File: config.mk
export PLATFORM = sky130hd
export DESIGN_NAME = sgt_command_gate
export DESIGN_NICKNAME = d
export VERILOG_FILES = /design/src/design/sgt_pkg.sv /design/src/design/sgt_spi_shift.sv /design/src/design/sgt_gate.sv /design/src/design/sgt_command_gate.sv
export SDC_FILE = /design/constraint.sdc
export NUM_CORES = 1
export LEC_CHECK = 0
export BUFFER_PORTS_ARGS = -buffer_cell sky130_fd_sc_hd__buf_2
export CAP_MARGIN = 25
export CORE_MARGIN = 1.5
export CORE_UTILIZATION = 55
export DETAILED_ROUTE_END_ITERATION = 12
export GPL_ROUTABILITY_DRIVEN = 0
export HOLD_SLACK_MARGIN = 0.08
export PLACE_DENSITY_LB_ADDON = 0.3
export SYNTH_ARGS = -nofsm -noshare
export SYNTH_HDL_FRONTEND = slang
export SYNTH_SLANG_ARGS = --single-unit
File: constraint.sdc
create_clock -name sys_clk -period 3.1 [get_ports sys_clk]
set_input_delay 0.62 -clock sys_clk [delete_from_list [all_inputs] [get_ports sys_clk]]
set_output_delay 0.62 -clock sys_clk [all_outputs]
set_load 0.1 [all_outputs]
File: src/design/sgt_pkg.sv
/*
 * Shared definitions for the SPI command acceptance gate: opcodes, argument
 * byte counts, status byte layout, gate verdict and the executed-command record.
 * Assumes: every design file imports this package whole.
 */
package sgt_pkg;

	// Command opcodes seen on the SPI command port
	localparam logic [7:0] OP_PLAY_PROMPT = 8'ha6;
	localparam logic [7:0] OP_PLAY_PROMPT_IND = 8'hae;
	localparam logic [7:0] OP_PLAY_PROMPT_LOOP = 8'ha4;
	localparam logic [7:0] OP_PLAY_PROMPT_IND_LOOP = 8'hb2;
	localparam logic [7:0] OP_RUN_MACRO = 8'hb0;
	localparam logic [7:0] OP_RUN_MACRO_IND = 8'hbc;
	localparam logic [7:0] OP_PLAY_SILENCE = 8'ha8;
	localparam logic [7:0] OP_STOP = 8'h2a;
	localparam logic [7:0] OP_STOP_LOOP = 8'h2e;
	localparam logic [7:0] OP_PCM_READ = 8'hac;
	localparam logic [7:0] OP_AUDIO_SEND = 8'hc0;
	localparam logic [7:0] OP_READ_STATUS = 8'h40;
	localparam logic [7:0] OP_READ_INT = 8'h46;
	localparam logic [7:0] OP_IDENTITY_READ = 8'h48;
	localparam logic [7:0] OP_MEMORY_READ = 8'ha2;
	localparam logic [7:0] OP_MEMORY_WRITE = 8'ha0;
	localparam logic [7:0] OP_SECTOR_ERASE = 8'h24;
	localparam logic [7:0] OP_MASS_ERASE = 8'h26;
	localparam logic [7:0] OP_CHECKSUM = 8'hf2;
	localparam logic [7:0] OP_POWER_ON = 8'h10;
	localparam logic [7:0] OP_POWER_OFF = 8'h12;
	localparam logic [7:0] OP_SET_CLK_CFG = 8'h34;
	localparam logic [7:0] OP_RD_CLK_CFG = 8'hb6;
	localparam logic [7:0] OP_WR_CFG_REG = 8'hb8;
	localparam logic [7:0] OP_RD_CFG_REG = 8'hba;
	localparam logic [7:0] OP_RESET = 8'h14;

	// Argument bytes that must arrive before a command is resolved
	localparam logic [2:0] ARGS_NONE = 3'h0;
	localparam logic [2:0] ARGS_ONE = 3'h1;
	localparam logic [2:0] ARGS_TWO = 3'h2;
	localparam logic [2:0] ARGS_THREE = 3'h3;
	localparam logic [2:0] ARGS_FOUR = 3'h4;

	// Channel select value on which prompt and macro commands are ignored
	localparam logic [1:0] CHAN_NONE = 2'h3;
	localparam logic [2:0] BIT_COUNT_LAST = 3'h7;
	localparam logic [2:0] BIT_COUNT_FIRST = 3'h0;

	// Device status byte, bit 7 down to bit 0
	typedef struct packed {
		logic poweredDownFlag;
		logic bufferReadyFlag;
		logic interruptFlag;
		logic unusedBit;
		logic [2:0] channelBusy;
		logic digitalBusyFlag;
	} sgt_status_t;

	// Verdict of the acceptance table for one opcode
	typedef struct packed {
		logic accept;
		logic ignore;
		logic tracksFinish;
		logic [2:0] argLen;
	} sgt_verdict_t;

	// Command handed to the core when accepted
	typedef struct packed {
		logic [7:0] opcode;
		logic [15:0] argWord;
	} sgt_cmd_t;

	// Main sequencer states, one-hot
	typedef enum logic [3:0] {
		S_IDLE = 4'h1,
		S_OPCODE = 4'h2,
		S_ARGS = 4'h4,
		S_DRAIN = 4'h8
	} sgt_state_t;

endpackage

File: src/design/sgt_spi_shift.sv
/*
 * SPI byte shifter on the system clock: synchronises the pins, finds clock
 * edges, shifts command bytes in MSB first and the status byte out at once.
 * Assumes: mode 0 (clock idles low), link clock slow against sys_clk.
 */
module sgt_spi_shift
	import sgt_pkg::*;
(
	// Clock and reset
	input wire logic sys_clk,
	input wire logic arst_n,
	// SPI pins
	input wire logic sclkPin,
	input wire logic mosiPin,
	input wire logic selectN,
	output logic miso,
	output logic misoOe,
	// Byte side
	input wire logic [7:0] txByte,
	output logic [7:0] rxByte,
	output logic byteDone,
	output logic frameEnd,
	output logic selected
);

	typedef struct packed {
		logic [2:0] sclkSync;
		logic [1:0] mosiSync;
		logic [2:0] selSync;
		logic [7:0] rxShift;
		logic [7:0] txShift;
		logic [2:0] bitCount;
		logic misoOut;
		logic done;
		logic ended;
	} sgt_shift_t;

	sgt_shift_t s_q, s_d;
	logic sclkRise, sclkFall, selFall, selRise;

	// Edge detection only looks at the second and third stages
	assign sclkRise = s_q.sclkSync[1] & ~s_q.sclkSync[2];
	assign sclkFall = ~s_q.sclkSync[1] & s_q.sclkSync[2];
	assign selFall = ~s_q.selSync[1] & s_q.selSync[2];
	assign selRise = s_q.selSync[1] & ~s_q.selSync[2];

	// Next state: sample on rising clock, shift out on falling clock
	always_comb begin
		s_d = s_q;
		s_d.sclkSync = {s_q.sclkSync[1:0], sclkPin};
		s_d.mosiSync = {s_q.mosiSync[0], mosiPin};
		s_d.selSync = {s_q.selSync[1:0], selectN};
		s_d.done = 1'b0;
		s_d.ended = selRise;
		if (selFall) begin
			s_d.bitCount = BIT_COUNT_FIRST;
			s_d.misoOut = txByte[7];
			s_d.txShift = {txByte[6:0], 1'b0};
		end else if (!s_q.selSync[1] && sclkRise) begin
			s_d.rxShift = {s_q.rxShift[6:0], s_q.mosiSync[1]};
			s_d.bitCount = s_q.bitCount + 3'h1;
			s_d.done = (s_q.bitCount == BIT_COUNT_LAST);
		end else if (!s_q.selSync[1] && sclkFall) begin
			if (s_q.bitCount == BIT_COUNT_FIRST) begin
				s_d.misoOut = txByte[7];
				s_d.txShift = {txByte[6:0], 1'b0};
			end else begin
				s_d.misoOut = s_q.txShift[7];
				s_d.txShift = {s_q.txShift[6:0], 1'b0};
			end
		end
	end

	// State register; select pin idles high
	always_ff @(posedge sys_clk or negedge arst_n) begin
		if (!arst_n) begin
			s_q <= '0;
			s_q.selSync <= 3'h7;
		end else begin
			s_q <= s_d;
		end
	end

	assign rxByte = s_q.rxShift;
	assign byteDone = s_q.done;
	assign frameEnd = s_q.ended;
	assign selected = ~s_q.selSync[2];
	assign miso = s_q.misoOut;
	assign misoOe = ~s_q.selSync[2];

endmodule

File: src/design/sgt_gate.sv
/*
 * Acceptance table: maps an opcode and the live status byte to a verdict.
 * Assumes: status comes from core logic on the same clock; purely combinational.
 */
module sgt_gate
	import sgt_pkg::*;
(
	// Decision inputs
	input wire logic [7:0] opcode,
	input wire sgt_status_t status,
	input wire logic [1:0] chanSel,
	// Verdict
	output sgt_verdict_t verdict
);

	logic ready, chanIdle, allIdle, chanCheck;

	// For plays and macros only the selected channel counts; the interrupt bit never does
	always_comb begin
		ready = !status.poweredDownFlag && status.bufferReadyFlag;
		chanIdle = (chanSel != CHAN_NONE) && !status.channelBusy[chanSel];
		allIdle = (status.channelBusy == 3'h0) && !status.digitalBusyFlag;
		chanCheck = 1'b0;
		verdict = '0;
		unique case (opcode)
			OP_PLAY_PROMPT: begin
				verdict.accept = ready && chanIdle && !status.digitalBusyFlag;
				verdict.argLen = ARGS_TWO;
				chanCheck = 1'b1;
			end
			OP_PLAY_PROMPT_IND, OP_PLAY_PROMPT_LOOP, OP_PLAY_PROMPT_IND_LOOP: begin
				verdict.accept = ready && chanIdle;
				verdict.argLen = (opcode == OP_PLAY_PROMPT_IND) ? ARGS_ONE :
					(opcode == OP_PLAY_PROMPT_LOOP) ? ARGS_FOUR : ARGS_THREE;
				chanCheck = 1'b1;
			end
			OP_PLAY_SILENCE: begin
				verdict.accept = ready && chanIdle;
				verdict.argLen = ARGS_ONE;
			end
			OP_RUN_MACRO, OP_RUN_MACRO_IND: begin
				verdict.accept = ready && chanIdle && !status.digitalBusyFlag;
				verdict.argLen = (opcode == OP_RUN_MACRO) ? ARGS_TWO : ARGS_ONE;
				chanCheck = 1'b1;
			end
			OP_STOP, OP_STOP_LOOP, OP_PCM_READ, OP_IDENTITY_READ, OP_POWER_OFF,
			OP_RD_CLK_CFG, OP_WR_CFG_REG, OP_RD_CFG_REG: begin
				verdict.accept = ready;
			end
			OP_AUDIO_SEND, OP_MEMORY_READ, OP_MEMORY_WRITE: begin
				verdict.accept = ready && allIdle;
			end
			OP_SECTOR_ERASE, OP_CHECKSUM: begin
				verdict.accept = ready && allIdle;
				verdict.argLen = ARGS_THREE;
			end
			OP_MASS_ERASE, OP_SET_CLK_CFG: begin
				verdict.accept = ready && allIdle;
				verdict.argLen = ARGS_ONE;
			end
			OP_READ_STATUS, OP_READ_INT, OP_RESET: begin
				verdict.accept = 1'b1;
			end
			OP_POWER_ON: begin
				verdict.accept = status.poweredDownFlag && !status.bufferReadyFlag;
			end
			default: begin
				verdict.accept = 1'b0;
			end
		endcase
		verdict.ignore = chanCheck && (chanSel == CHAN_NONE);
		verdict.tracksFinish = chanCheck || (opcode == OP_PLAY_SILENCE);
	end

endmodule

File: src/design/sgt_command_gate.sv
/*
 * SPI command acceptance gate: receives command frames, judges each opcode
 * against the status byte, hands accepted commands to the core, raises the
 * error and finished flags and drives the interrupt pin.
 * Assumes: status inputs and playDone come from core logic on sys_clk; the
 * SPI pins come from an outside master and are synchronised here.
 */
// Functional notes
// - Execute only when status allows, else error
// - Status byte: down, ready, int, spare, busy bits
// - Prompt and silence plays: ready, channel idle
// - Only the selected channel busy flag counts
// - Macros also need digital busy clear
// - Stop, reads, config, power-off: just ready; the code makes set clock config also need everything idle
// - Data, erase, checksum need everything idle
// - Status, interrupt query, reset always accepted
// - Power-on needs powered down, not ready
// - Status byte returned during every byte
// - Plain prompt also needs digital busy clear
// - Aborted after opcode: no interrupt at all
// - Finished playback raises finished flag
// - Prompt commands ignored on channel select three
// - Status shifted out while opcode shifts in
// - Interrupt query clears error and finished flags
module sgt_command_gate
	import sgt_pkg::*;
(
	// Clock and reset
	input wire logic sys_clk,
	input wire logic arst_n,
	// SPI pins
	input wire logic sclkPin,
	input wire logic mosiPin,
	input wire logic selectN,
	output logic miso,
	output logic misoOe,
	// Core status
	input wire logic poweredDownFlag,
	input wire logic bufferReadyFlag,
	input wire logic channel2BusyFlag,
	input wire logic channel1BusyFlag,
	input wire logic channel0BusyFlag,
	input wire logic digitalBusyFlag,
	input wire logic [1:0] spiChannelSelectField,
	input wire logic playDone,
	// Command hand-off
	output logic cmdExec,
	output sgt_cmd_t cmdOut,
	output logic resetCmd,
	// Interrupt state
	output logic commandErrorFlag,
	output logic commandFinishedInterrupt,
	output logic intN,
	output sgt_status_t deviceStatusByte
);

	typedef struct packed {
		sgt_state_t st;
		logic [7:0] opcode;
		logic [2:0] argLeft;
		logic [15:0] argWord;
		logic accept;
		logic ignore;
		logic tracksFinish;
		logic errFlag;
		logic finFlag;
		logic playActive;
		logic execPulse;
		logic resetPulse;
		sgt_cmd_t cmd;
	} sgt_main_t;

	sgt_main_t m_q, m_d;
	sgt_status_t status;
	sgt_verdict_t verdict;
	logic [7:0] rxByte;
	logic byteDone, frameEnd, selected;
	logic resolve;
	logic [15:0] nextWord;

	// Live status byte, shifted out during every command byte
	always_comb begin
		status.poweredDownFlag = poweredDownFlag;
		status.bufferReadyFlag = bufferReadyFlag;
		status.interruptFlag = m_q.errFlag | m_q.finFlag;
		status.unusedBit = 1'b0;
		status.channelBusy = {channel2BusyFlag, channel1BusyFlag, channel0BusyFlag};
		status.digitalBusyFlag = digitalBusyFlag;
	end

	// Pin side: synchronisers, bit shifting, status out
	sgt_spi_shift u_shift (
		.sys_clk(sys_clk),
		.arst_n(arst_n),
		.sclkPin(sclkPin),
		.mosiPin(mosiPin),
		.selectN(selectN),
		.miso(miso),
		.misoOe(misoOe),
		.txByte(status),
		.rxByte(rxByte),
		.byteDone(byteDone),
		.frameEnd(frameEnd),
		.selected(selected)
	);

	// Acceptance table on the freshly received opcode
	sgt_gate u_gate (
		.opcode(rxByte),
		.status(status),
		.chanSel(spiChannelSelectField),
		.verdict(verdict)
	);

	// A command resolves on its last counted byte
	assign resolve = byteDone && (
		(m_q.st == S_OPCODE && verdict.argLen == ARGS_NONE) ||
		(m_q.st == S_ARGS && m_q.argLeft == ARGS_ONE));
	assign nextWord = {m_q.argWord[7:0], rxByte};

	// Sequencer and flag logic
	always_comb begin
		m_d = m_q;
		m_d.execPulse = 1'b0;
		m_d.resetPulse = 1'b0;
		unique case (m_q.st)
			S_IDLE: begin
				if (selected) begin
					m_d.st = S_OPCODE;
				end
			end
			S_OPCODE: begin
				if (frameEnd) begin
					m_d.st = S_IDLE;
				end else if (byteDone) begin
					m_d.opcode = rxByte;
					m_d.argWord = '0;
					m_d.accept = verdict.accept;
					m_d.ignore = verdict.ignore;
					m_d.tracksFinish = verdict.tracksFinish;
					m_d.argLeft = verdict.argLen;
					m_d.st = (verdict.argLen == ARGS_NONE) ? S_DRAIN : S_ARGS;
				end
			end
			S_ARGS: begin
				if (frameEnd) begin
					m_d.st = S_IDLE;
				end else if (byteDone) begin
					m_d.argWord = nextWord;
					m_d.argLeft = m_q.argLeft - ARGS_ONE;
					if (m_q.argLeft == ARGS_ONE) begin
						m_d.st = S_DRAIN;
					end
				end
			end
			S_DRAIN: begin
				if (frameEnd) begin
					m_d.st = S_IDLE;
				end
			end
			default: begin
				m_d.st = S_IDLE;
			end
		endcase
		// Interrupt query clears, later sets win over it
		if (resolve && m_q.st == S_OPCODE && rxByte == OP_READ_INT) begin
			m_d.errFlag = 1'b0;
			m_d.finFlag = 1'b0;
		end
		// Completion of an accepted playback
		if (playDone && m_q.playActive) begin
			m_d.finFlag = 1'b1;
			m_d.playActive = 1'b0;
		end
		// Verdict carried out on the last counted byte
		if (resolve) begin
			if (m_q.st == S_OPCODE) begin
				m_d.accept = verdict.accept;
				m_d.ignore = verdict.ignore;
			end
			if ((m_q.st == S_OPCODE) ? verdict.ignore : m_q.ignore) begin
				m_d.accept = 1'b0;
			end else if ((m_q.st == S_OPCODE) ? verdict.accept : m_q.accept) begin
				m_d.execPulse = 1'b1;
				m_d.cmd.opcode = (m_q.st == S_OPCODE) ? rxByte : m_q.opcode;
				m_d.cmd.argWord = (m_q.st == S_OPCODE) ? 16'h0000 : nextWord;
				m_d.resetPulse = (m_q.st == S_OPCODE) && (rxByte == OP_RESET);
				if (m_q.st == S_ARGS && m_q.tracksFinish) begin
					m_d.playActive = 1'b1;
				end
			end else begin
				m_d.errFlag = 1'b1;
			end
		end
	end

	// State register
	always_ff @(posedge sys_clk or negedge arst_n) begin
		if (!arst_n) begin
			m_q <= '0;
			m_q.st <= S_IDLE;
		end else begin
			m_q <= m_d;
		end
	end

	assign cmdExec = m_q.execPulse;
	assign cmdOut = m_q.cmd;
	assign resetCmd = m_q.resetPulse;
	assign commandErrorFlag = m_q.errFlag;
	assign commandFinishedInterrupt = m_q.finFlag;
	assign intN = ~(m_q.errFlag | m_q.finFlag);
	assign deviceStatusByte = status;
endmodule

---- Word-level counts from Yosys, hierarchy flattened ----
Index checks and enable logic that the tools add are counted.
storage, ports and cells
  bits in registers ....................... 85
  bits in latches ......................... 0
  memory bits (writable) .................. 0
  bits in read-only memories .............. 0
  bits of input ports ..................... 14
  output and inout port bits .............. 39
  memories ................................ 0
cells by class
  add/sub/neg operators ................... 2
  multipliers ............................. 0
  divide/modulo/power cells ............... 0
  $lt $le $gt $ge ......................... 1
  equal/unequal tests ..................... 44
  shift-type cells ........................ 0
  muxes and demuxes ....................... 48
  bitwise gates (word level) .............. 13
  reductions and logical operators ........ 48
operator list
  kind                                                    count
  == test 8 bit (second input constant)                   15
  two-way mux 27 bit                                      3
  == test 8 x 6 -> 1 bit (second input constant)          5
  two-way mux 19 bit                                      2
  case mux 19 bit (2 select lines)                        1
  two-way mux 34 bit                                      1
  two-way mux 8 bit                                       4
  two-way mux 4 bit                                       7
  == test 8 x 5 -> 1 bit (second input constant)          3
  == test 8 x 7 -> 1 bit (second input constant)          3
  two-way mux 22 bit                                      1
  logical AND 1 bit                                       18
  two-way mux 16 bit                                      1
  case mux 4 bit (4 select lines)                         1
  case mux 3 bit (5 select lines)                         1
  two-way mux 1 bit                                       14
  two-way mux 12 bit                                      1
  two-way mux 3 bit                                       4
  OR reduction 3 bit                                      4
  two-way mux 2 bit                                       5
  AND reduction 5 bit                                     2
  zero test 3 bit                                         3
  inequality test 2 x 1 -> 1 bit (second input constant)  4
  inequality test 2 bit (second input constant)           4
  27 further kinds                                        49

---- Depth between registers and ports, before layout ----
  word-level depth ........................ 16
  depth in mapped cells ................... 11

---- Modules after synthesis ----
A second synthesis with hierarchy kept.
second synthesis, totals
  cells, all modules ...................... 451
  area total of the unflattened synthesis .. 4553.1 um^2
modules (own cells, without submodules)
  module            times used  cells each  area each (um^2)  sequential area each (um^2)
  sgt_command_gate  1           270         2778.9            1377.6
  sgt_spi_shift     1           97          1247.4            729.4
  sgt_gate          1           84          526.8             0.0

---- Least setup slack after synthesis ----
No wires, ideal clock.
  kind .................................... register to output
  from .................................... register m_q (netlist bit commandFinishedInterrupt)
  to ...................................... output port deviceStatusByte[5] in the netlist's numbering
  arrival time ............................ 3.151 ns
  data required time ...................... 2.480 ns
  path slack .............................. -0.671 ns
  cell stages (with the launch flop) ...... 3
  path buffers ............................ 0
  path through ............................ dfrtp_1 nor2_1 inv_1
RTL lines
  item                    line                     text
  start, declared         sgt_command_gate.sv:73   sgt_main_t m_q, m_d;
  start signal, assigned  sgt_command_gate.sv:203  m_q <= m_d;
  end, declared           sgt_command_gate.sv:54   output sgt_status_t deviceStatusByte

---- Worst setup path after layout ----
  from .................................... register m_q[62] in the netlist's numbering
  to ...................................... register m_q (netlist bit cmdOut[7])
on the way
  cells in the longest elaborated chain, start to end .. 5
  elaborated cells on any way between the ends .. 11
ends and longest elaborated chain
  item                                                              line                                              text
  == test 4 x 2 -> 1 bit or == test 4 x 3 -> 1 bit (tied branches)  n/a
  logical AND 1 bit (on tied branches)                              sgt_command_gate.sv:117, sgt_command_gate.sv:118
  logical OR 1 bit                                                  sgt_command_gate.sv:117                           (m_q.st == S_OPCODE && verdict.argLen == ARGS_NONE) ||
  logical AND 1 bit                                                 sgt_command_gate.sv:116                           assign resolve = byteDone && (
  AND reduction 3 bit (no source line)                              n/a
Several ways; a longest one is shown, not always the timed one.
A chain may end at the register's enable or synchronous reset.

==> impl_metrics.json <==
{
  "cpMaxStageDelayCell": "nand2b_1",
  "cp_cell_sequence": "or2_1, or3b_1, buf_4, nor2_1, o311a_1, nand2b_1, o2bb2ai_1",
  "min_path_type": "in -> async",
  "cts_resized": 0,
  "synth_seq_cells": 84,
  "hpwl_mm": 6.371,
  "synth_area_leaders": "dfrtp_1, buf_4, nand2_1, mux2_2, o2bb2ai_1",
  "ys_seq_area_share_pct": 46.69,
  "port_buffers": 51,
  "synth_compound_area_share_pct": 16.02,
  "synth_top_family_by_area": "simple AND/OR/NAND/NOR gates",
  "crit_path_max_fanout": 16,
  "cts_hold_buf": 0,
  "critPathKind": "reg -> reg",
  "setup_viol": 0,
  "diodes": 0,
  "arrival_ns": 3.10,
  "route.detailed.drc": 0,
  "yosysUniqueCellTypes": 59,
  "syn_nets": 469,
  "drive_gt1_share_pct": 25.16,
  "async_flop_share_pct": 100.0,
  "yosysWarnings": 0,
  "hold_viol": 0,
  "first_global_vias": 3248,
  "antenna_found_initial": 0,
  "coreArea_um2": 7848,
  "p_int_uw": 1870,
  "wl_per_cell_um": 16.51,
  "worst_slew_pin_slew_ns": 0.8938,
  "fill_cells": 663,
  "utilization_pct": 62.44,
  "max_freq_mhz": 353.5,
  "crit_path_max_incr_delay_ns": 0.60,
  "required_ns": 3.37,
  "min_period_ns": 2.829,
  "tritoncts": "built",
  "rsz0062_at_grt": "no",
  "p_sw_uw": 839.4,
  "maxCapViolations": 0,
  "ant_nets": 0,
  "synth.area.mux_share_pct": 8.206,
  "clk_path_buf_depth": 2,
  "critPathCaptureType": "flop",
  "grt_overflow": 0,
  "syn_area_per_cell_um2": 10.03,
  "cts_made_buffers": 9,
  "grt_pass1_wl_mm": 15.89,
  "final_nets": 483,
  "start_kind": "flop",
  "initial_core_util_pct": 57.51,
  "combPwrFrac_pct": 21.4,
  "synthDominantCellAreaShare_pct": 44.36,
  "grt_use_total_pct": 23.28,
  "cts.sinks": 84,
  "tns_ns": 0,
  "power.leakage_uw": 0.002306,
  "synth.top_cells.by_count": "dfrtp_1, nand2_1, buf_4",
  "p_clk_share_pct": 32.5,
  "status": "completed",
  "syn_area_um2": 4513,
  "synthAdderAreaFrac_pct": 1.386,
  "detailroute.via_count": 3352,
  "slew_headroom_pct": 40.41,
  "die_y_um": 93.59,
  "yosysMostFrequentCell": "dfrtp_1",
  "wirelength_mm": 9.426,
  "fp-row-count": 32,
  "synth-main-ff-cell": "dfrtp_1",
  "via_per_inst": 5.870,
  "yosysTopAreaCell": "dfrtp_1",
  "clk_latency_ns": 0.36,
  "ios": 53,
  "drv_slew": 0,
  "clock_skew_ns": 0.01413,
  "p_sw_share_pct": 30.98,
  "root_buffer": "clkbuf_8",
  "synth-edff-count": 0,
  "synthesis.instances": 450,
  "dieArea_um2": 8758,
  "p_per_area_nw_per_um2": 553.0,
  "seqPwrFrac_pct": 46.1,
  "die_w_um": 93.59,
  "yosys.area_share.simple_pct": 17.60,
  "synth_xor_area_share_pct": 0.5822,
  "rr_worst_depth": 7,
  "post_cts_buffers": 0,
  "htreeDepth": 3,
  "post-route-period-util_pct": 91.25,
  "areaGrowthSynthToFinish_pct": 8.567,
  "drt_iter0_markers": 188,
  "regArea_um2": 2107,
  "ir_drop_v": 0.0003097,
  "multi_input_area_um2": 1994,
  "detail_route.first_pass.iterations": 4,
  "clkTransAtPathRegs_ns": 0.09,
  "grt_max_degree": 85
}
## critical path, delay by kind of cell, from the launching register on
family | cells | cell delay (ns)
AOI/OAI and AO/OA | 2 | 0.46
buffers and inverters | 1 | 0.23
and+or+nand+nor | 4 | 1.63
DFF | 1 | 0.43
## routing by layer
metal,wire (µm),track usage [%]
met1,4273,31.63
met2,4378,36.53
met3,602,4.309
met4,172,9.826
met5,0,0
## cells by family after synthesis
| kind of cell | after synthesis |
|---|---|
| other cells | 1 |
| flops | 84 |
| compound gates | 105 |
| xor+xnor | 3 |
| fa+ha+maj | 5 |
| mux | 31 |
| simple gates | 145 |
| buf+inv | 76 |
## power groups by stage
stage               clock network (µW)  registers [µW]  logic, µW
global placement                     0            1260        555
floorplan                            0            1250        419
detailed placement                   0            1270        570
CTS                                905            1250        571
global route                       944            1260        632
finish                             881            1250        579
## final timing paths
kind / startpoint / end / slack (ns)
worst max-delay path: m_q[62] / cmdOut[7] / 0.27
worst min-delay path: arst_n / cmdOut[10] / 0.21
worst max register to register: m_q[62] / cmdOut[7] / 0.27
worst min register to register: u_shift.s_d[26] / u_shift.s_q[26] / 0.35
max in group asynchronous: arst_n / u_shift.s_d[23] / 2.21
min in group sys_clk: u_shift.s_d[26] / u_shift.s_q[26] / 0.35
## cell type report
cell class / instances / share of cell area, %
clock buffer: 13 / 3.243
clock inverter: 3 / 1.404
inverter: 12 / 0.9193
multi-input combinational: 290 / 40.70
sequential: 84 / 43.00
tap: 102 / 2.605
timing repair buffer: 67 / 8.121
## cell usage in the layout, fill, tap and decap left out, types with 3 or more instances in the layout
cell type	n
a21o_1	3
a21oi_1	15
a22o_1	10
a31oi_1	17
and4_1	3
buf_2	50
buf_4	16
clkbuf_8	11
dfrtp_1	80
dfstp_2	4
ha_1	5
inv_1	12
mux2_2	16
mux2_4	8
mux2i_1	7
nand2_1	52
nand2b_1	7
nand3_1	5
nand3b_1	4
nand4b_1	4
nor2_1	17
nor2b_1	21
nor3_1	5
nor3b_1	4
nor4b_1	5
o21ai_0	22
o2bb2ai_1	16
or3_1	4
## per-stage QoR
step | hold slack [ns] | power, µW | cell area [µm²] | worst slack [ns] | std cells
2_1_floorplan | 0.3244 | 1665 | 4516 | 0.01234 | 450
3_3_place_gp | 0.3341 | 1818 | 4644 | 0.3580 | 554
4_1_cts | 0.3448 | 2724 | 4872 | 0.2944 | 570
6_report | 0.2119 | 2709 | 4900 | 0.2714 | 571
5_1_grt | 0.2354 | 2838 | 4900 | 0.04062 | 571
3_5_place_dp | 0.3372 | 1839 | 4644 | 0.2514 | 554
## registers in the layout, indices dropped and copies added (netlist names)
| name | count |
|---|---|
| m_q | 27 |
| cmdOut | 24 |
| u_shift.s_q | 13 |
| u_shift.frameEnd | 1 |
| commandErrorFlag | 1 |
| resetCmd | 1 |
| commandFinishedInterrupt | 1 |
| u_shift.miso | 1 |
| u_shift.byteDone | 1 |
| u_shift.s_d | 5 |
| u_shift.rxByte | 8 |
| cmdExec | 1 |
No activity file was read; power rests on OpenSTA's default activity.
